$ cat src/verilog/clk_mode_pkg.sv
package clk_mode_pkg;

  ////////////////////////////////////////////////////////////////////////////
  // Clock rates and derived divider counts
  localparam int CLK_HZ = 125_000_000;
  localparam int FAST_RC_4M_HZ = 4_000_000;
  localparam int FAST_RC_8M_HZ = 8_000_000;
  localparam int FAST_RC_12M_HZ = 12_000_000;
  localparam int SLOW_RC_HZ = 13_000;
  localparam int SLOW_XTAL_HZ = 32_768;
  // Round down: the emulated oscillator never runs slower than its nominal rate
  localparam int FAST_DIV_4M = CLK_HZ / FAST_RC_4M_HZ;
  localparam int FAST_DIV_8M = CLK_HZ / FAST_RC_8M_HZ;
  localparam int FAST_DIV_12M = CLK_HZ / FAST_RC_12M_HZ;
  localparam int SLOW_RC_CYC = CLK_HZ / SLOW_RC_HZ;
  localparam int FAST_DIV_W = 5;

  ////////////////////////////////////////////////////////////////////////////
  // Register map (byte addresses) and field positions
  localparam int ADDR_W = 8;
  localparam logic [7:0] CONTROL_REG_ZERO_ADDR = 8'h00;
  localparam logic [7:0] OSC_CFG_ADDR = 8'h04;
  localparam logic [7:0] STATUS_ADDR = 8'h08;
  localparam int CTRL_SPEED_BIT = 0;
  localparam int CTRL_PWR_BIT = 1;
  localparam int CFG_MODE_LSB = 0;
  localparam int CFG_FREQ_LSB = 2;
  localparam int CFG_SLOW_RC_OFF_BIT = 4;
  localparam logic [31:0] CONTROL_REG_ZERO_RST = 32'h0000_0000;
  localparam logic [31:0] OSC_CFG_RST = 32'h0000_0000;

  ////////////////////////////////////////////////////////////////////////////
  // Enumerations
  typedef enum logic [1:0] {OSC_INT_RC, OSC_INT_RC_XTAL, OSC_EXT_XTAL, OSC_EXT_RC} osc_cfg_t;
  typedef enum logic [1:0] {FREQ_4M, FREQ_8M, FREQ_12M, FREQ_RSVD} rc_freq_t;
  typedef enum logic [1:0] {MODE_NORMAL, MODE_SLOW, MODE_SLEEP} op_mode_t;
  typedef enum logic [1:0] {PH_RUN, PH_DRAIN, PH_SKIP} mux_phase_t;

endpackage

$ cat src/verilog/clk_tick_mux.sv
`timescale 1ns/1ns
module clk_tick_mux (
  input wire logic clk,
  input wire logic rstn,
  input wire logic fast_tick,
  input wire logic slow_tick,
  input wire logic want_slow,
  output logic tick,
  output logic on_slow
);
  import clk_mode_pkg::*;

  typedef struct packed {
    logic sel;
    clk_mode_pkg::mux_phase_t phase;
    logic tick;
  } mux_state_t;

  mux_state_t st_ff;
  mux_state_t nxt_st;
  logic old_tick;

  assign old_tick = st_ff.sel ? slow_tick : fast_tick;

  ////////////////////////////////////////////////////////////////////////////
  // Hand over only at the old source's edge, then drop the first new edge,
  // so no period shorter than either source ever reaches the core
  always_comb begin
    nxt_st = st_ff;
    nxt_st.tick = 1'b0;
    case (st_ff.phase)
      PH_RUN: begin
        nxt_st.tick = old_tick;
        if (want_slow != st_ff.sel) begin
          nxt_st.phase = PH_DRAIN;
        end
      end
      PH_DRAIN: begin
        nxt_st.tick = old_tick;
        if (want_slow == st_ff.sel) begin
          nxt_st.phase = PH_RUN;
        end else if (old_tick) begin
          nxt_st.sel = ~st_ff.sel;
          nxt_st.phase = PH_SKIP;
        end
      end
      PH_SKIP: begin
        // First edge of the new source only restarts its period
        if (old_tick) begin
          nxt_st.phase = PH_RUN;
        end
      end
      default: begin
        nxt_st.phase = PH_RUN;
      end
    endcase
  end

  // State register
  always_ff @(posedge clk or negedge rstn) begin
    if (!rstn) begin
      st_ff <= '0;
    end else begin
      st_ff <= nxt_st;
    end
  end

  assign tick = st_ff.tick;
  assign on_slow = st_ff.sel;

  property p_skip_quiet;
    @(posedge clk) disable iff (!rstn)
    st_ff.phase == PH_SKIP |=> !tick;
  endproperty
  a_skip_quiet: assert property (p_skip_quiet) else $error("tick passed while skipping");

  property p_switch_at_edge;
    @(posedge clk) disable iff (!rstn)
    $changed(st_ff.sel) |-> $past(st_ff.phase) == PH_DRAIN && $past(old_tick) ##1 !tick;
  endproperty
  a_switch_at_edge: assert property (p_switch_at_edge) else $error("source switched off an edge");

endmodule

$ cat src/verilog/system_clock_mode_control.sv
// The APB interface to the registers and the register offsets were left to the implementer.
`timescale 1ns/1ns
module system_clock_mode_control #(
  parameter int SLOW_RC_DIV = clk_mode_pkg::SLOW_RC_CYC
) (
  input wire logic CLK,
  input wire logic RSTN,
  input wire logic PSEL,
  input wire logic PENABLE,
  input wire logic PWRITE,
  input wire logic [clk_mode_pkg::ADDR_W-1:0] PADDR,
  input wire logic [31:0] PWDATA,
  output logic [31:0] PRDATA,
  output logic PREADY,
  output logic PSLVERR,
  input wire logic HALT_REQ,
  input wire logic WAKE_REQ,
  input wire logic GPIO5_DO,
  input wire logic GPIO5_OE,
  input wire logic GPIO6_DO,
  input wire logic GPIO6_OE,
  output logic GPIO5_DI,
  output logic GPIO6_DI,
  input wire logic PORT_A_PIN_FIVE_I,
  output logic PORT_A_PIN_FIVE_O,
  output logic PORT_A_PIN_FIVE_OE,
  input wire logic PORT_A_PIN_SIX_I,
  output logic PORT_A_PIN_SIX_O,
  output logic PORT_A_PIN_SIX_OE,
  output logic SYS_TICK,
  output logic WDT_TICK,
  output logic SLOW_XTAL_TICK,
  output logic FAST_EXT_CRYSTAL_OSC_RUN,
  output logic EXT_RESISTOR_CAP_OSC_RUN,
  output logic FAST_INTERNAL_RC_OSC_RUN,
  output logic SLOW_EXT_CRYSTAL_OSC_RUN,
  output logic SLOW_INTERNAL_RC_OSC_RUN,
  output logic SLOW_CRYSTAL_POWER_MODE,
  output logic [1:0] OP_MODE
);
  import clk_mode_pkg::*;

  localparam int SDW = $clog2(SLOW_RC_DIV + 1);

  typedef struct packed {
    logic pin6_s1;
    logic pin6_s2;
    logic pin6_s3;
    logic pin5_s1;
    logic pin5_s2;
    logic sysclk_speed_select;
    logic slow_crystal_power_mode;
    clk_mode_pkg::osc_cfg_t osc_cfg;
    clk_mode_pkg::rc_freq_t rc_freq;
    logic slow_rc_off;
    clk_mode_pkg::op_mode_t mode;
    logic [FAST_DIV_W-1:0] fast_cnt;
    logic [SDW-1:0] slow_cnt;
    logic slow_rc_tick;
    logic pin5_o;
    logic pin5_oe;
    logic pin6_o;
    logic pin6_oe;
    logic gpio5_di;
    logic gpio6_di;
    logic [31:0] prdata;
  } state_t;

  state_t st_ff;
  state_t nxt_st;
  logic apb_wr;
  logic apb_setup;
  logic xtal_cfg;
  logic pin_edge;
  logic sel_eff;
  logic fast_rc_run;
  logic fast_rc_tick;
  logic fast_tick;
  logic slow_xtal_run;
  logic slow_rc_run;
  logic mux_tick;
  logic mux_on_slow;

  ////////////////////////////////////////////////////////////////////////////
  // Helpers
  function automatic logic addr_hit(input logic [ADDR_W-1:0] a);
    addr_hit = (a == CONTROL_REG_ZERO_ADDR) || (a == OSC_CFG_ADDR) || (a == STATUS_ADDR);
  endfunction

  // Reserved frequency code falls back to the fastest trimmed setting
  function automatic logic [FAST_DIV_W-1:0] fast_div(input rc_freq_t f);
    case (f)
      FREQ_4M: fast_div = FAST_DIV_W'(FAST_DIV_4M - 1);
      FREQ_8M: fast_div = FAST_DIV_W'(FAST_DIV_8M - 1);
      default: fast_div = FAST_DIV_W'(FAST_DIV_12M - 1);
    endcase
  endfunction

  ////////////////////////////////////////////////////////////////////////////
  // Source decode and oscillator run levels
  assign apb_wr = PSEL && PENABLE && PWRITE;
  assign apb_setup = PSEL && !PENABLE;
  assign xtal_cfg = (st_ff.osc_cfg == OSC_INT_RC_XTAL);
  assign pin_edge = st_ff.pin6_s2 && !st_ff.pin6_s3;
  // Speed select only counts in the RC plus crystal setup
  assign sel_eff = st_ff.sysclk_speed_select && xtal_cfg;
  // Fast RC keeps running in Slow until the mux has left it
  assign fast_rc_run = (st_ff.osc_cfg == OSC_INT_RC || xtal_cfg) && st_ff.mode != MODE_SLEEP
                       && !(st_ff.mode == MODE_SLOW && mux_on_slow);
  assign fast_rc_tick = fast_rc_run && st_ff.fast_cnt == '0;
  // External sources clock off the pin edge; both stop in Sleep
  always_comb begin
    case (st_ff.osc_cfg)
      OSC_EXT_XTAL, OSC_EXT_RC: fast_tick = pin_edge && st_ff.mode != MODE_SLEEP;
      default: fast_tick = fast_rc_tick;
    endcase
  end
  // Crystal runs in every mode and with either power setting
  assign slow_xtal_run = xtal_cfg;
  assign slow_rc_run = !st_ff.slow_rc_off;

  ////////////////////////////////////////////////////////////////////////////
  // Glitch-free system clock selection
  clk_tick_mux u_mux (
    .clk(CLK),
    .rstn(RSTN),
    .fast_tick(fast_tick),
    .slow_tick(xtal_cfg ? pin_edge : fast_tick), // No crystal: hand back at a fast edge, never hang
    .want_slow(st_ff.mode == MODE_SLOW),
    .tick(mux_tick),
    .on_slow(mux_on_slow)
  );

  ////////////////////////////////////////////////////////////////////////////
  // Next-state logic
  always_comb begin
    nxt_st = st_ff;
    // Pin synchronisers; stage one feeds stage two only
    nxt_st.pin6_s1 = PORT_A_PIN_SIX_I;
    nxt_st.pin6_s2 = st_ff.pin6_s1;
    nxt_st.pin6_s3 = st_ff.pin6_s2;
    nxt_st.pin5_s1 = PORT_A_PIN_FIVE_I;
    nxt_st.pin5_s2 = st_ff.pin5_s1;
    // Register writes land in the access phase
    if (apb_wr && PADDR == CONTROL_REG_ZERO_ADDR) begin
      nxt_st.sysclk_speed_select = PWDATA[CTRL_SPEED_BIT];
      nxt_st.slow_crystal_power_mode = PWDATA[CTRL_PWR_BIT];
    end
    if (apb_wr && PADDR == OSC_CFG_ADDR) begin
      nxt_st.osc_cfg = osc_cfg_t'(PWDATA[CFG_MODE_LSB +: 2]);
      nxt_st.rc_freq = rc_freq_t'(PWDATA[CFG_FREQ_LSB +: 2]);
      nxt_st.slow_rc_off = PWDATA[CFG_SLOW_RC_OFF_BIT];
    end
    // Read data captured in setup so it comes from a flop
    if (apb_setup) begin
      case (PADDR)
        CONTROL_REG_ZERO_ADDR: nxt_st.prdata = {30'h0, st_ff.slow_crystal_power_mode, st_ff.sysclk_speed_select};
        OSC_CFG_ADDR: nxt_st.prdata = {27'h0, st_ff.slow_rc_off, st_ff.rc_freq, st_ff.osc_cfg};
        STATUS_ADDR: nxt_st.prdata = {26'h0, slow_rc_run, slow_xtal_run, fast_rc_run, mux_on_slow, st_ff.mode};
        default: nxt_st.prdata = 32'h0;
      endcase
    end
    // Operating mode; halt wins over a same-cycle speed change
    case (st_ff.mode)
      MODE_NORMAL: begin
        if (HALT_REQ) begin
          nxt_st.mode = MODE_SLEEP;
        end else if (sel_eff) begin
          nxt_st.mode = MODE_SLOW;
        end
      end
      MODE_SLOW: begin
        if (HALT_REQ) begin
          nxt_st.mode = MODE_SLEEP;
        end else if (!sel_eff) begin
          nxt_st.mode = MODE_NORMAL;
        end
      end
      MODE_SLEEP: begin
        if (WAKE_REQ) begin
          nxt_st.mode = sel_eff ? MODE_SLOW : MODE_NORMAL;
        end
      end
      default: begin
        nxt_st.mode = MODE_NORMAL;
      end
    endcase
    // Fast internal RC emulated by a reloading divider
    if (!fast_rc_run || st_ff.fast_cnt == '0) begin
      nxt_st.fast_cnt = fast_div(st_ff.rc_freq);
    end else begin
      nxt_st.fast_cnt = st_ff.fast_cnt - 1'b1;
    end
    // Slow internal RC free-runs for the watchdog
    nxt_st.slow_rc_tick = 1'b0;
    if (!slow_rc_run) begin
      nxt_st.slow_cnt = '0;
    end else if (st_ff.slow_cnt == SDW'(SLOW_RC_DIV - 1)) begin
      nxt_st.slow_cnt = '0;
      nxt_st.slow_rc_tick = 1'b1;
    end else begin
      nxt_st.slow_cnt = st_ff.slow_cnt + 1'b1;
    end
    // Pin sharing: GPIO unless an oscillator claims the pad
    nxt_st.pin5_o = GPIO5_DO;
    nxt_st.pin5_oe = GPIO5_OE;
    nxt_st.pin6_o = GPIO6_DO;
    nxt_st.pin6_oe = GPIO6_OE;
    nxt_st.gpio5_di = st_ff.pin5_s2;
    nxt_st.gpio6_di = st_ff.pin6_s2;
    case (st_ff.osc_cfg)
      OSC_EXT_RC: begin
        nxt_st.pin6_oe = 1'b0;
        nxt_st.pin6_o = 1'b0;
        nxt_st.gpio6_di = 1'b0;
      end
      OSC_EXT_XTAL, OSC_INT_RC_XTAL: begin
        // Pin five drives the inverted pin six as the crystal amplifier
        nxt_st.pin5_o = !st_ff.pin6_s2;
        nxt_st.pin5_oe = 1'b1;
        nxt_st.pin6_o = 1'b0;
        nxt_st.pin6_oe = 1'b0;
        nxt_st.gpio5_di = 1'b0;
        nxt_st.gpio6_di = 1'b0;
      end
      default: begin
        nxt_st.pin5_oe = GPIO5_OE;
        nxt_st.pin6_oe = GPIO6_OE;
      end
    endcase
  end

  ////////////////////////////////////////////////////////////////////////////
  // State register; all-zero reset clears the power bit for quick start
  always_ff @(posedge CLK or negedge RSTN) begin
    if (!RSTN) begin
      st_ff <= '0;
    end else begin
      st_ff <= nxt_st;
    end
  end

  ////////////////////////////////////////////////////////////////////////////
  // Outputs
  assign PRDATA = st_ff.prdata;
  assign PREADY = 1'b1; // Zero wait states
  assign PSLVERR = PSEL && PENABLE && !addr_hit(PADDR);
  assign GPIO5_DI = st_ff.gpio5_di;
  assign GPIO6_DI = st_ff.gpio6_di;
  assign PORT_A_PIN_FIVE_O = st_ff.pin5_o;
  assign PORT_A_PIN_FIVE_OE = st_ff.pin5_oe;
  assign PORT_A_PIN_SIX_O = st_ff.pin6_o;
  assign PORT_A_PIN_SIX_OE = st_ff.pin6_oe;
  assign SYS_TICK = mux_tick && st_ff.mode != MODE_SLEEP;
  assign WDT_TICK = st_ff.slow_rc_tick;
  assign SLOW_XTAL_TICK = pin_edge && slow_xtal_run;
  assign FAST_EXT_CRYSTAL_OSC_RUN = st_ff.osc_cfg == OSC_EXT_XTAL && st_ff.mode != MODE_SLEEP;
  assign EXT_RESISTOR_CAP_OSC_RUN = st_ff.osc_cfg == OSC_EXT_RC && st_ff.mode != MODE_SLEEP;
  assign FAST_INTERNAL_RC_OSC_RUN = fast_rc_run;
  assign SLOW_EXT_CRYSTAL_OSC_RUN = slow_xtal_run;
  assign SLOW_INTERNAL_RC_OSC_RUN = slow_rc_run;
  assign SLOW_CRYSTAL_POWER_MODE = st_ff.slow_crystal_power_mode;
  assign OP_MODE = st_ff.mode;

  ////////////////////////////////////////////////////////////////////////////
  // Checks
  property p_pwr_write;
    @(posedge CLK) disable iff (!RSTN)
    apb_wr && PADDR == CONTROL_REG_ZERO_ADDR |=> SLOW_CRYSTAL_POWER_MODE == $past(PWDATA[CTRL_PWR_BIT]);
  endproperty
  a_pwr_write: assert property (p_pwr_write) else $error("power bit not written");

  property p_xtal_needs_rc;
    @(posedge CLK) disable iff (!RSTN)
    st_ff.osc_cfg != OSC_INT_RC_XTAL |-> !SLOW_EXT_CRYSTAL_OSC_RUN && !SLOW_XTAL_TICK;
  endproperty
  a_xtal_needs_rc: assert property (p_xtal_needs_rc) else $error("crystal without internal RC");

  property p_sel_ignored;
    @(posedge CLK) disable iff (!RSTN)
    st_ff.osc_cfg != OSC_INT_RC_XTAL && st_ff.mode != MODE_SLOW |=> st_ff.mode != MODE_SLOW;
  endproperty
  a_sel_ignored: assert property (p_sel_ignored) else $error("slow mode outside crystal setup");

  property p_halt_stops;
    @(posedge CLK) disable iff (!RSTN)
    HALT_REQ && st_ff.mode != MODE_SLEEP |=> st_ff.mode == MODE_SLEEP && !SYS_TICK && !FAST_INTERNAL_RC_OSC_RUN;
  endproperty
  a_halt_stops: assert property (p_halt_stops) else $error("halt left fast clock running");

  property p_sleep_xtal;
    @(posedge CLK) disable iff (!RSTN)
    st_ff.mode == MODE_SLEEP && xtal_cfg |-> SLOW_EXT_CRYSTAL_OSC_RUN;
  endproperty
  a_sleep_xtal: assert property (p_sleep_xtal) else $error("crystal stopped in sleep");

  property p_slow_rc_on;
    @(posedge CLK) disable iff (!RSTN)
    !st_ff.slow_rc_off && st_ff.slow_cnt == SDW'(SLOW_RC_DIV - 1) |=> WDT_TICK;
  endproperty
  a_slow_rc_on: assert property (p_slow_rc_on) else $error("slow RC tick missing");

  property p_slow_stops_rc;
    @(posedge CLK) disable iff (!RSTN)
    st_ff.mode == MODE_SLOW && mux_on_slow |-> !FAST_INTERNAL_RC_OSC_RUN;
  endproperty
  a_slow_stops_rc: assert property (p_slow_stops_rc) else $error("fast RC running in slow mode");

  property p_rc_pins;
    @(posedge CLK) disable iff (!RSTN)
    st_ff.osc_cfg == OSC_INT_RC ##1 st_ff.osc_cfg == OSC_INT_RC
      |-> PORT_A_PIN_FIVE_OE == $past(GPIO5_OE) && PORT_A_PIN_SIX_OE == $past(GPIO6_OE);
  endproperty
  a_rc_pins: assert property (p_rc_pins) else $error("pins not free with internal RC");

  property p_erc_pins;
    @(posedge CLK) disable iff (!RSTN)
    st_ff.osc_cfg == OSC_EXT_RC ##1 st_ff.osc_cfg == OSC_EXT_RC
      |-> !PORT_A_PIN_SIX_OE && PORT_A_PIN_FIVE_OE == $past(GPIO5_OE);
  endproperty
  a_erc_pins: assert property (p_erc_pins) else $error("pin use wrong for external RC");

  property p_rc_period;
    @(posedge CLK) disable iff (!RSTN)
    fast_rc_tick && st_ff.rc_freq == FREQ_8M && $stable(st_ff.rc_freq) |=> !fast_rc_tick [*8];
  endproperty
  a_rc_period: assert property (p_rc_period) else $error("fast RC period too short");

endmodule

$ cat config.mk
export PLATFORM = sky130hd
export DESIGN_NAME = system_clock_mode_control
export DESIGN_NICKNAME = d
export VERILOG_FILES = /design/src/verilog/clk_mode_pkg.sv /design/src/verilog/clk_tick_mux.sv /design/src/verilog/system_clock_mode_control.sv
export SDC_FILE = /design/constraint.sdc
export NUM_CORES = 1
export LEC_CHECK = 0
export BUFFER_PORTS_ARGS = -buffer_cell sky130_fd_sc_hd__buf_2
export CORE_MARGIN = 8
export CORE_UTILIZATION = 44
export CTS_CLUSTER_SIZE = 28
export DETAILED_ROUTE_END_ITERATION = 6
export PLACE_DENSITY_LB_ADDON = 0.15
export SLEW_MARGIN = 40
export SYNTH_ARGS = -nofsm -noshare
export SYNTH_HDL_FRONTEND = slang
export SYNTH_SLANG_ARGS = --single-unit
$ cat constraint.sdc
create_clock -name CLK -period 1.68 [get_ports CLK]
set_input_delay 0.084 -clock CLK [delete_from_list [all_inputs] [get_ports CLK]]
set_output_delay 0.084 -clock CLK [all_outputs]
set_load 0.02 [all_outputs]
Word-level counts from Yosys, hierarchy flattened. Cells that the tools add are included.

Bits of input ports: 53. Register bits: 76. Logic and storage cells: 118.

Bitwise operators: 2. Eq/ne operators: 20. Multiplexer cells: 29. Reduce and logical (&&, ||, !) cells: 41. $add $sub $neg: 2.

Operator list (number): $mux 14 (2); $mux 2 (9); $pmux 6 s3 (1); $logic_and 1x1->1 (17); $add 14x1->14 const B (1); $eq 14x14->1 const B (1); $mux 1 (13); $pmux 2 s3 (2); $pmux 5 s2 (1); $reduce_and 3->1 (3); $eq 2x1->1 const B (4); $eq 2x2->1 const B (4); $eq 8x3->1 const B (1); $eq 8x4->1 const B (1); $logic_not 2->1 (4); $logic_not 8->1 (1); $logic_not 1->1 (7); $ne 3x3->1 const B (2); $reduce_or 2->1 (3); $logic_not 5->1 (1); $mux 5 (1); $sub 5x1->5 const B (1); $logic_or 1x1->1 (4); $ne 2x1->1 const B (2); 6 further kinds (8).

Longest topological paths before layout. Gate-level depths: netlist (run 1).

Word-level depth: 11. Mapped depth: 7.

Modules after synthesis. A second synthesis (run 1) with hierarchy kept.

Cell total of the unflattened synthesis: 259. Area total of the unflattened synthesis: 2626.3 um2.

By module, submodules not included: system_clock_mode_control (cells an instance 239, sequential area each 1151.1 um2, times used 1, area an instance 2417.3 um2); clk_tick_mux (cells an instance 20, sequential area each 100.1 um2, times used 1, area an instance 209.0 um2).

Least setup slack after synthesis (run 1). OpenSTA, ideal clock, no wires.

Path type: reg-to-reg. Start: register st_ff[64] (netlist bit). End: register st_ff[53] (netlist bit). Setup time: 0.125 ns. Clock period less this slack: 2.192 ns. Path slack: -0.512 ns. Cell stages (with the launch flop): 8. Data arrival time: 2.068 ns. Cells stage by stage: dfrtp_1 > inv_1 > ha_1 > o21bai_1 > nor2_1 > and2_1 > clkbuf_1 > mux2_2.

RTL lines: from (decl) (line system_clock_mode_control.sv:69) `state_t st_ff;`; from (signal assigned) (line system_clock_mode_control.sv:239) `st_ff <= nxt_st;`.

Final worst setup path (run 1).
Start: register st_ff[63] (netlist bit). End: register u_mux.st_ff[1] (netlist bit).

Cells in the longest elaborated chain, start to end: 10. Elaborated cells between the ends (all ways): 15.

Ends and longest elaborated chain: $eq 2x1->1 or $logic_not 2->1 (tied branches) (line system_clock_mode_control.sv:103, system_clock_mode_control.sv:108); $logic_or 1x1->1 (line system_clock_mode_control.sv:108) `assign fast_rc_run = (st_ff.osc_cfg == OSC_INT_RC || xtal_cfg) && st_ff.mode != MODE_SLEEP`; $logic_and 1x1->1 (line system_clock_mode_control.sv:108); $logic_and 1x1->1 (line system_clock_mode_control.sv:109) `&& !(st_ff.mode == MODE_SLOW && mux_on_slow);`; $logic_and 1x1->1 (line system_clock_mode_control.sv:110) `assign fast_rc_tick = fast_rc_run && st_ff.fast_cnt == '0;`; $mux 1 (line system_clock_mode_control.sv:113) `case (st_ff.osc_cfg)`; $mux 1 (line system_clock_mode_control.sv:128) `.slow_tick(xtal_cfg ? pin_edge : fast_tick),`; $mux 1 * (line clk_tick_mux.sv:23) `assign old_tick = st_ff.sel ? slow_tick : fast_tick;`; $ne 3x1->1 (no source line) or $ne 2x1->1 (tied branches); $reduce_and 3->1 (no source line) *; to (signal assigned) (line clk_tick_mux.sv:64) `st_ff <= nxt_st;`; to (decl) (line clk_tick_mux.sv:19) `mux_state_t st_ff;`.

Every way passes the cells marked *; elsewhere a longest branch is shown, timed or not. A chain may end at the register's enable or synchronous reset.

==> impl_results.md, run 1 <==
* Status: finished, violations left
* Failing checks: negative setup slack
* Num CTS Buffers at 5
* Design area at 3327 um^2
* DPL Wire Length at 4185 um
* Cell Area, Synth at 2664 um^2
* CTS H-tree lvls at 2
* RSZ-0062 raised after global routing: true
* Vias in the first global route at 1,938
* First-pass GRT wire length at 8756 um
* Power density cells at 850.3 nW/um^2
* Fillcell total at 544
* Yosys reg bits at 50
* Area grow syn2layout at 24.89%
* Startpoint Class: flop
* Share of layout cells above drive strength 1 at 0.3491
* CTS Sinks at 50
* CTS root buffer: clkbuf_8
* DR vias at 1,914
* Multi-input logic area at 1264 um^2
* Slowest library cell on the worst path: dfrtp_1
* Final setup viols at 3
* Post-synthesis simple-gate area fraction at 0.1846
* Post-route ant nets at 0
* Seq/Total Area, Yosys at 0.4697
* Worst VDD drop at 0.5241 mV
* Largest net degree at the start of global routing at 33
* Register area at 1251 um^2
* Worst-path cell chain: buf_6 -> ha_4 -> a211o_1 -> nor4_4 -> a21oi_2 -> o21a_1
* NumNets Final at 400
* ANT cells at 0
* Final period util at 1.016
* Die ar. at 8800 um^2
* Synth Area in Compound Gates at 0.05214
* Arrival time at the worst endpoint at 1.92 ns
* Crit path buffers/inverters at 1
* Critical path launch point: st_ff[63]$_DFFE_PN0P_
* Drt drc at 0
* Drt wl/cell at 13.05 um
* Hold WC Path Type: input pin to flop
* Vias per inst at 4.634
* CP peak stage delay at 0.43 ns
* Placed instance area at 3069 um^2
* Final Skew at 0.006867 ns
* Crit end category: flop
* CTS tree: yes
* Yosys warns at 0
* Clk_lat worst skew at 0.31 ns
* Core area at 5886 um^2
* Final Hold Viols at 0
* Peak fanout along the critical path at 4
* Buffers on Ports at 49
* Fin Setup TNS at -0.05575 ns
* Syn avg cell area at 10.32 um^2
* Global Route Usage Sum at 0.1247
* Hold_sp: PWDATA[2]
* R2r startpoint: st_ff[63]$_DFFE_PN0P_
* Combinational family with the most area after synthesis: simple AND/OR/NAND/NOR gates
* WL final at 5388 um
* Post-synthesis mux area share at 0.07186
* Post-Synth XOR/XNOR Area at 0.04932
* Post-Syn Instances at 258
* Clk slew on worst S/H paths at 0.10 ns
* Minimum clock period at 1.708 ns
* CP top delay family: compound AO/OA/AOI/OAI gates
* Die Y at 93.81 um
* Initial antenna violation count at 0
* GPL Wtd Cong at 0.7697
* Post-Synth Adder-Cell Area at 0.04697
* Leak at 1.690 nW
* # IOs at 104
* Clk buf depth at 2
* Gr ovfl total at 0
* Synth cell types at 41
* Slew Limit Fails at 0
* Max Freq at 585.6 MHz
* Final WS setup at -0.02766 ns
* Chip width at 93.81 um
* # Max-Cap Violations at 0
* Worst EP required at 1.89 ns
* # rows at 28
* Drt initial violations at 51
* Initial core utilization at 0.4526
* Setup Crit Path Kind: flop to flop
* Detailed Routing Iterations Pass 1 at 4
[through the flow]
stage          setup WS [ns]  utilization  hold slack (ns)  std cells  power (mW)
2_1_floorplan       -0.06850            -          -0.2116        283       1.908
3_3_place_gp        -0.09674       0.5215          0.05297        393       2.063
3_5_place_dp         -0.1018       0.5215          0.05560        393       2.077
4_1_cts             -0.07029       0.5536         0.004138        409       2.854
5_1_grt              -0.1118       0.5653        -0.004752        413       3.020
6_report            -0.02766       0.5653          0.01524        413       2.829
[path summary, 6_finish.rpt]
path / end / slack, ns / cells past startpoint
worst max-delay path: u_mux.st_ff[1]$_DFFE_PN0P_ / -0.03 / 6
worst min-delay path: st_ff[61]$_DFFE_PN0P_ / 0.02 / 2
worst max register to register: u_mux.st_ff[1]$_DFFE_PN0P_ / -0.03 / 6
worst min register to register: nxt_st[69]$_DFF_PN0_ / 0.36 / 0
max in group asynchronous: st_ff[48]$_DFF_PN0_ / 0.93 / 3
min in group asynchronous: PORT_A_PIN_FIVE_OE$_DFF_PN0_ / 0.24 / 2
[sequential cells by signal, summed over array words and instances (netlist names)]
name	flops
st_ff	27
GPIO5_DI	1
PORT_A_PIN_FIVE_O	1
PRDATA	6
OP_MODE	2
SLOW_CRYSTAL_POWER_MODE	1
PORT_A_PIN_FIVE_OE	1
u_mux.on_slow	1
u_mux.st_ff	2
nxt_st	3
GPIO6_DI	1
WDT_TICK	1
PORT_A_PIN_SIX_OE	1
u_mux.tick	1
PORT_A_PIN_SIX_O	1
[routing by layer]
metal	share of wire	vias up	global-route usage	routed length, um
met5	0	-	0	0
met4	0.0085	0	0.04359	46
met3	0.051	6	0.03277	276
met2	0.51	47	0.2089	2728
met1	0.43	906	0.1505	2336
li1	-	955	-	-
[where the power goes]
| part | switching, mW | total, mW | internal (mW) |
|---|---|---|---|
| logic | 0.347 | 0.637 | 0.290 |
| registers | 0.122 | 1.45 | 1.33 |
| clock network | 0.435 | 0.745 | 0.310 |
[cells by family (layout without fill, tap and decap cells)]
| logic type | after synthesis | after routing |
|---|---|---|
| xor gates and xnor gates | 15 | 15 |
| buffers and inverters | 50 | 105 |
| muxes | 16 | 16 |
| adders and majority gates | 10 | 10 |
| other | 2 | 27 |
| DFF | 50 | 50 |
| and+or+nand+nor | 94 | 94 |
| AOI/OAI and AO/OA | 21 | 21 |
[synth_stat cells, drive strengths merged]
cell / number / area share
a211o: 1 / 0.0033
a21oi: 4 / 0.0075
a22oi: 3 / 0.0085
a41o: 1 / 0.0038
a41oi: 1 / 0.0033
and2: 7 / 0.016
and3: 3 / 0.0070
and4: 3 / 0.0099
buf: 37 / 0.10
clkbuf: 4 / 0.0056
conb: 2 / 0.0028
dfrtp: 50 / 0.47
ha: 10 / 0.047
inv: 9 / 0.013
mux2: 10 / 0.049
mux2i: 6 / 0.023
nand2: 19 / 0.028
nand2b: 1 / 0.0024
nand3: 7 / 0.013
nand3b: 1 / 0.0028
nand4: 5 / 0.012
nor2: 27 / 0.038
nor2b: 11 / 0.026
nor3: 2 / 0.0038
nor4: 3 / 0.0094
o21a: 1 / 0.0028
o21ai: 6 / 0.011
o21bai: 1 / 0.0028
o2bb2ai: 1 / 0.0033
o31ai: 2 / 0.0056
or2: 2 / 0.0047
or4: 1 / 0.0028
or4b: 2 / 0.0089
xnor2: 6 / 0.020
xor2: 9 / 0.030
[layout make-up]
| type | instances | area share |
|---|---|---|
| Clock buffer | 5 | 0.02068 |
| Clock inverter | 3 | 0.007898 |
| Inverter | 9 | 0.01015 |
| Multi-Input combinational cell | 183 | 0.3798 |
| Sequential cell | 50 | 0.3761 |
| Tap cell | 75 | 0.02821 |
| Timing Repair Buffer | 88 | 0.1771 |
[what timing repair did]
action | CTS | global route
setup buffers | 1 | 4
endpoints found under the hold margin | 24 | 0
hold buffers | 7 | 0
gates resized for setup | 6 | 10
setup endpoints to repair | 8 | 12
pin swaps | 1 | 4
[placed cells by master, fill, tap and decap left out, drive strengths merged, types with 3 or more instances in the layout]
cell,netlist,layout
a21oi,4,4
a22oi,3,3
and2,7,7
and3,3,3
and4,3,3
buf,37,81
clkbuf,4,5
conb,2,27
dfrtp,50,50
dlygate4sd3,0,7
ha,10,10
inv,9,12
mux2,10,10
mux2i,6,6
nand2,19,19
nand3,7,7
nand4,5,5
nor2,27,27
nor2b,11,11
nor4,3,3
o21ai,6,6
xnor2,6,6
xor2,9,9
No activity file was read; power rests on OpenSTA's default activity.
==> run 2: changes to the inputs <==
--- a/config.mk
+++ b/config.mk
@@ -6,11 +6,12 @@
 export NUM_CORES = 1
 export LEC_CHECK = 0
 export BUFFER_PORTS_ARGS = -buffer_cell sky130_fd_sc_hd__buf_2
+export CAP_MARGIN = 20
 export CORE_MARGIN = 8
 export CORE_UTILIZATION = 44
 export CTS_CLUSTER_SIZE = 28
 export DETAILED_ROUTE_END_ITERATION = 6
-export PLACE_DENSITY_LB_ADDON = 0.15
+export PLACE_DENSITY_LB_ADDON = 0.3
 export SLEW_MARGIN = 40
 export SYNTH_ARGS = -nofsm -noshare
 export SYNTH_HDL_FRONTEND = slang
==> run 2 against run 1 <==
Net effect: power increased by 3.5%; cell area fell by 0.45%; register-to-register slack improved by 0.02 ns; critical path depth stayed put; the flow still finishes with violations (negative setup slack); fmax rose by 0.95%; die area is the same; sequential cell count did not move; non-clock buffer count decreased by 6.
==> impl_results.md, run 2 (synthesis results as in run 1) <==
* FF-to-FF setup slack at -0.01 ns
* CTS Sinks at 50
* Hold WC Path Type: input pin to flop
* Vias in the first global route at 1,969
* # Max-Cap Violations at 0
* Arrival time at the worst endpoint at 1.90 ns
* Max Freq at 591.2 MHz
* Clk_lat worst skew at 0.30 ns
* Buffers on Ports at 49
* R2R depth at 6
* Status: finished, violations left
* # IOs at 104
* Clk slew on worst S/H paths at 0.09 ns
* Chip width at 93.81 um
* RSZ-0062 raised after global routing: true
* Leak at 1.660 nW
* CP endpoint: u_mux.st_ff[1]$_DFFE_PN0P_
* Worst EP required at 1.89 ns
* Slew Limit Fails at 0
* Gr ovfl total at 0
* Power density cells at 884.2 nW/um^2
* Setup Crit Path Kind: flop to flop
* Detailed Routing Iterations Pass 1 at 4
* Die ar. at 8800 um^2
* CTS tree: yes
* CTS root buffer: clkbuf_8
* Area grow syn2layout at 24.33%
* First-pass GRT wire length at 9108 um
* Final Skew at 0.006075 ns
* R2r startpoint: st_ff[54]$_DFF_PN0_
* Post-route ant nets at 0
* Drt drc at 0
* GPL Wtd Cong at 0.7861
* Core area at 5886 um^2
* ANT cells at 0
* CTS H-tree lvls at 2
* Initial antenna violation count at 0
* Vias per inst at 4.737
* R2r endpoint: u_mux.st_ff[1]$_DFFE_PN0P_
* Global Route Usage Sum at 0.1292
* Initial core utilization at 0.4526
* Finished Core Util at 0.5627
* Worst VDD drop at 0.4487 mV
* # rows at 28
* Hold slack at 0.01930 ns
* Num CTS Buffers at 5
* Fin Setup TNS at -0.01160 ns
* WL final at 5548 um
* Die Y at 93.81 um
* DPL Wire Length at 4237 um
* Peak fanout along the critical path at 4
* Final setup viols at 1
* Top reg by flops: st_ff
* Share of layout cells above drive strength 1 at 0.3494
* Most frequent cells in the layout: dfrtp_1 (48), buf_2 (48), conb_1 (27)
* Final WS setup at -0.01160 ns
* Failing checks: negative setup slack
* Final Hold Viols at 0
* Crit end category: flop
* DR vias at 1,928
* Critical path launch point: st_ff[54]$_DFF_PN0_
* Final period util at 1.007
* Largest register FFs at 27
* Drt wl/cell at 13.63 um
* Clk buf depth at 2
* Startpoint Class: flop
* Largest net degree at the start of global routing at 32
* Drt initial violations at 42
* NumNets Final at 394
* Minimum clock period at 1.692 ns
[run 2: changes by cell type in the layout (fill, tap and decap cells not counted), sizes merged]
cell and change:
dlygate4sd3 +2, bufinv +1, clkinv +2, inv -3, buf -8
[run 2: through the flow]
step / setup WS [ns] / cells / cell area [um^2] / total power [mW]
detailed placement: -0.1255 / 388 / 3032 / 2.063
CTS: -0.02299 / 406 / 3261 / 2.948
global route: -0.08595 / 407 / 3312 / 3.116
global placement: -0.06174 / 388 / 3032 / 2.041
floorplan: -0.06850 / 283 / 2818 / 1.908
finish: -0.01160 / 407 / 3312 / 2.928
[run 2: area by class of cell]
cell class / count / area, um^2
Inverter: 9 / 33.78
Clock inverter: 3 / 40.04
Sequential cell: 50 / 1254
Clock buffer: 5 / 68.82
Timing Repair Buffer: 82 / 534.3
Fill cell: 521 / 2574
Multi-Input combinational cell: 183 / 1287
Tap cell: 75 / 93.84
[run 2: per-layer routing]
metal | track usage | share of wire | vias up
met5 | 0 | 0 | -
met4 | 0.04756 | 0.017 | 0
met3 | 0.04077 | 0.061 | 8
met2 | 0.2141 | 0.49 | 47
met1 | 0.1530 | 0.43 | 928
li1 | - | - | 945
[run 2: worst min-delay path by stage]
stage	startpoint	endpoint	slack, ns	cells after the start
2_1_floorplan	RSTN	GPIO5_DI$_DFF_PN0_	-0.21	0
3_3_place_gp	RSTN	GPIO5_DI$_DFF_PN0_	0.06	1
3_5_place_dp	RSTN	GPIO5_DI$_DFF_PN0_	0.07	1
4_1_cts	PWDATA[2]	st_ff[61]$_DFFE_PN0P_	0.008	2
5_1_grt	PWDATA[2]	st_ff[61]$_DFFE_PN0P_	0.006	2
6_report	PWDATA[2]	st_ff[61]$_DFFE_PN0P_	0.02	2
[run 2: power by group]
part | switching [mW] | internal [mW]
combinational | 0.351 | 0.286
clock | 0.399 | 0.439
sequential | 0.128 | 1.33
[run 2: timing repair]
action,in CTS,in global routing
hold buffers,9,0
buffers inserted,1,1
hold endpoints to repair,27,0
endpoints found under the setup margin,9,11
resized for setup,8,11
pin swaps,3,5
[run 2: critical path, cell delays in order, from the launching register on]
cell and delay (ns):
dfrtp_1 0.40, inv_2 0.09, ha_4 0.12, or4b_4 0.48, nor4_4 0.20, a21oi_2 0.12
o21a_1 0.19
==> run 3: changes to the inputs <==
--- a/config.mk
+++ b/config.mk
@@ -6,7 +6,6 @@
 export NUM_CORES = 1
 export LEC_CHECK = 0
 export BUFFER_PORTS_ARGS = -buffer_cell sky130_fd_sc_hd__buf_2
-export CAP_MARGIN = 20
 export CORE_MARGIN = 8
 export CORE_UTILIZATION = 44
 export CTS_CLUSTER_SIZE = 28
==> constraint.sdc (replaced) <==
create_clock -name CLK -period 1.68 [get_ports CLK]
set_input_delay 0 -clock CLK [delete_from_list [all_inputs] [get_ports CLK]]
set_output_delay 0 -clock CLK [all_outputs]
set_load 0.02 [all_outputs]
==> run 3 against run 2 <==
Net effect: the run now ends clean; largest power group unchanged; worst hold slack improved by 0.053 ns; critical path type unchanged; sequential share of layout area fell by 0.62 points; combinational power rose by 0.8%; fmax rose by 2.8%; clock-buffer cell count rose by 2.
==> impl_results.md, run 3 (synthesis results as in run 1) <==
* Status: finished clean
* Initial antenna violation count at 0
* First-pass GRT wire length at 9114 um
* Final std cells w/o fill at 414
* DR vias at 1,932
* R2r endpoint: st_ff[57]$_DFF_PN0_
* Final Hold Viols at 0
* Slew @ Worst Pin at 0.5126 ns
* CTS H-tree lvls at 2
* NumNets Final at 401
* Worst EP required at 1.87 ns
* Rel. slew slack at 0.6583
* CP peak stage delay at 0.48 ns
* Clk slew on worst S/H paths at 0.09 ns
* Post-Place Cells at 389
* Gr ovfl total at 0
* Die Y at 93.81 um
* Core area at 5886 um^2
* Slowest library cell on the worst path: or4b_4
* Leak at 1.687 nW
* RSZ-0062 raised after global routing: true
* Hold WC Path Type: input pin to flop
* Post-route ant nets at 0
* GPL Wtd Cong at 0.7881
* Peak fanout along the critical path at 5
* FF-to-FF setup slack at 0.03 ns
* Detailed Routing Iterations Pass 1 at 4
* Finished Core Util at 0.5721
* Drt wl/cell at 13.66 um
* Initial core utilization at 0.4526
* Placed instance area at 3039 um^2
* Arrival time at the worst endpoint at 1.84 ns
* CTS Sinks at 50
* Critical path depth at 5
* Worst VDD drop at 0.5884 mV
* Most frequent cells in the layout: dfrtp_1 (48), buf_2 (48), conb_1 (27)
* Fin Setup TNS at 0 ns
* Share of layout cells above drive strength 1 at 0.3392
* Area grow syn2layout at 26.40%
* # IOs at 104
* Minimum clock period at 1.646 ns
* CTS tree: yes
* CP top delay family: simple AND/OR/NAND/NOR gates
* # Max-Cap Violations at 0
* Largest register FFs at 27
* Vias in the first global route at 1,998
* Final period util at 0.9798
* Crit path buffers/inverters at 1
* CTS root buffer: clkbuf_8
* Final WS setup at 0.03388 ns
* # rows at 28
* Critical path launch point: st_ff[53]$_DFF_PN0_
* Top reg by flops: st_ff
* Chip width at 93.81 um
* Worst-path cell chain: inv_2 -> ha_1 -> or4b_4 -> and2_4 -> mux2_4
* Num CTS Buffers at 5
* Buffers on Ports at 49
* Hold slack at 0.07235 ns
* Largest net degree at the start of global routing at 30
* WL final at 5655 um
* Final Skew at 0.009581 ns
* R2R depth at 5
* Vias per inst at 4.667
* Clk_lat worst skew at 0.30 ns
* Clk buf depth at 2
* Startpoint Class: flop
* Max Freq at 607.5 MHz
* Total power at 2.928 mW
* ANT cells at 0
* Setup Crit Path Kind: flop to flop
* Design area at 3367 um^2
* Pre-CTS WS at -0.07705 ns
* Final setup viols at 0
* Die ar. at 8800 um^2
* Slew Limit Fails at 0
* Drt drc at 0
* DPL Wire Length at 4290 um
* CP endpoint: st_ff[57]$_DFF_PN0_
* Crit end category: flop
* R2r startpoint: st_ff[53]$_DFF_PN0_
* Hold path depth at 3
* Drt initial violations at 46
* Power density cells at 869.7 nW/um^2
* Global Route Usage Sum at 0.1292
[run 3: worst min-delay path, stage by stage]
cell    delay, ns
buf_2        0.10
nor2_1       0.09
mux2_2       0.15
[run 3: per-layer routing]
layer / routed length (um) / track usage / share of wire
met1: 2423 / 0.1530 / 0.43
met3: 301 / 0.02878 / 0.053
met5: 0 / 0 / 0
met4: 97 / 0.05680 / 0.017
met2: 2832 / 0.2188 / 0.50
[run 3: where the power goes]
| group | leakage, nW | internal (mW) | switching, mW |
|---|---|---|---|
| Sequential | 0.632 | 1.33 | 0.135 |
| Combinational | 1.00 | 0.289 | 0.352 |
| Clock | 0.0524 | 0.446 | 0.380 |
[run 3: worst min path at each step]
| stage | startpoint | to |
|---|---|---|
| 2_1_floorplan | RSTN | GPIO5_DI$_DFF_PN0_ |
| 3_3_place_gp | RSTN | PORT_A_PIN_FIVE_OE$_DFF_PN0_ |
| 3_5_place_dp | RSTN | PORT_A_PIN_FIVE_OE$_DFF_PN0_ |
| 4_1_cts | WAKE_REQ | OP_MODE[1]$_DFFE_PN0P_ |
| 5_1_grt | WAKE_REQ | OP_MODE[1]$_DFFE_PN0P_ |
| 6_report | WAKE_REQ | OP_MODE[1]$_DFFE_PN0P_ |
[run 3: timing repair]
action | 4_1_cts | 5_1_grt
setup buffers | 1 | 3
cloned | 0 | 0
hold endpoints to repair | 35 | 0
resized for setup | 10 | 9
endpoints found under the setup margin | 7 | 10
pin swaps | 1 | 5
hold buffers | 13 | 0
[run 3: cell type report]
type,count,area (um^2)
Sequential cell,50,1254
Clock buffer,7,76.32
Inverter,9,36.28
Multi-Input combinational cell,183,1280
Tap cell,75,93.84
Fill cell,532,2519
Clock inverter,1,30.03
Timing Repair Buffer,89,596.8
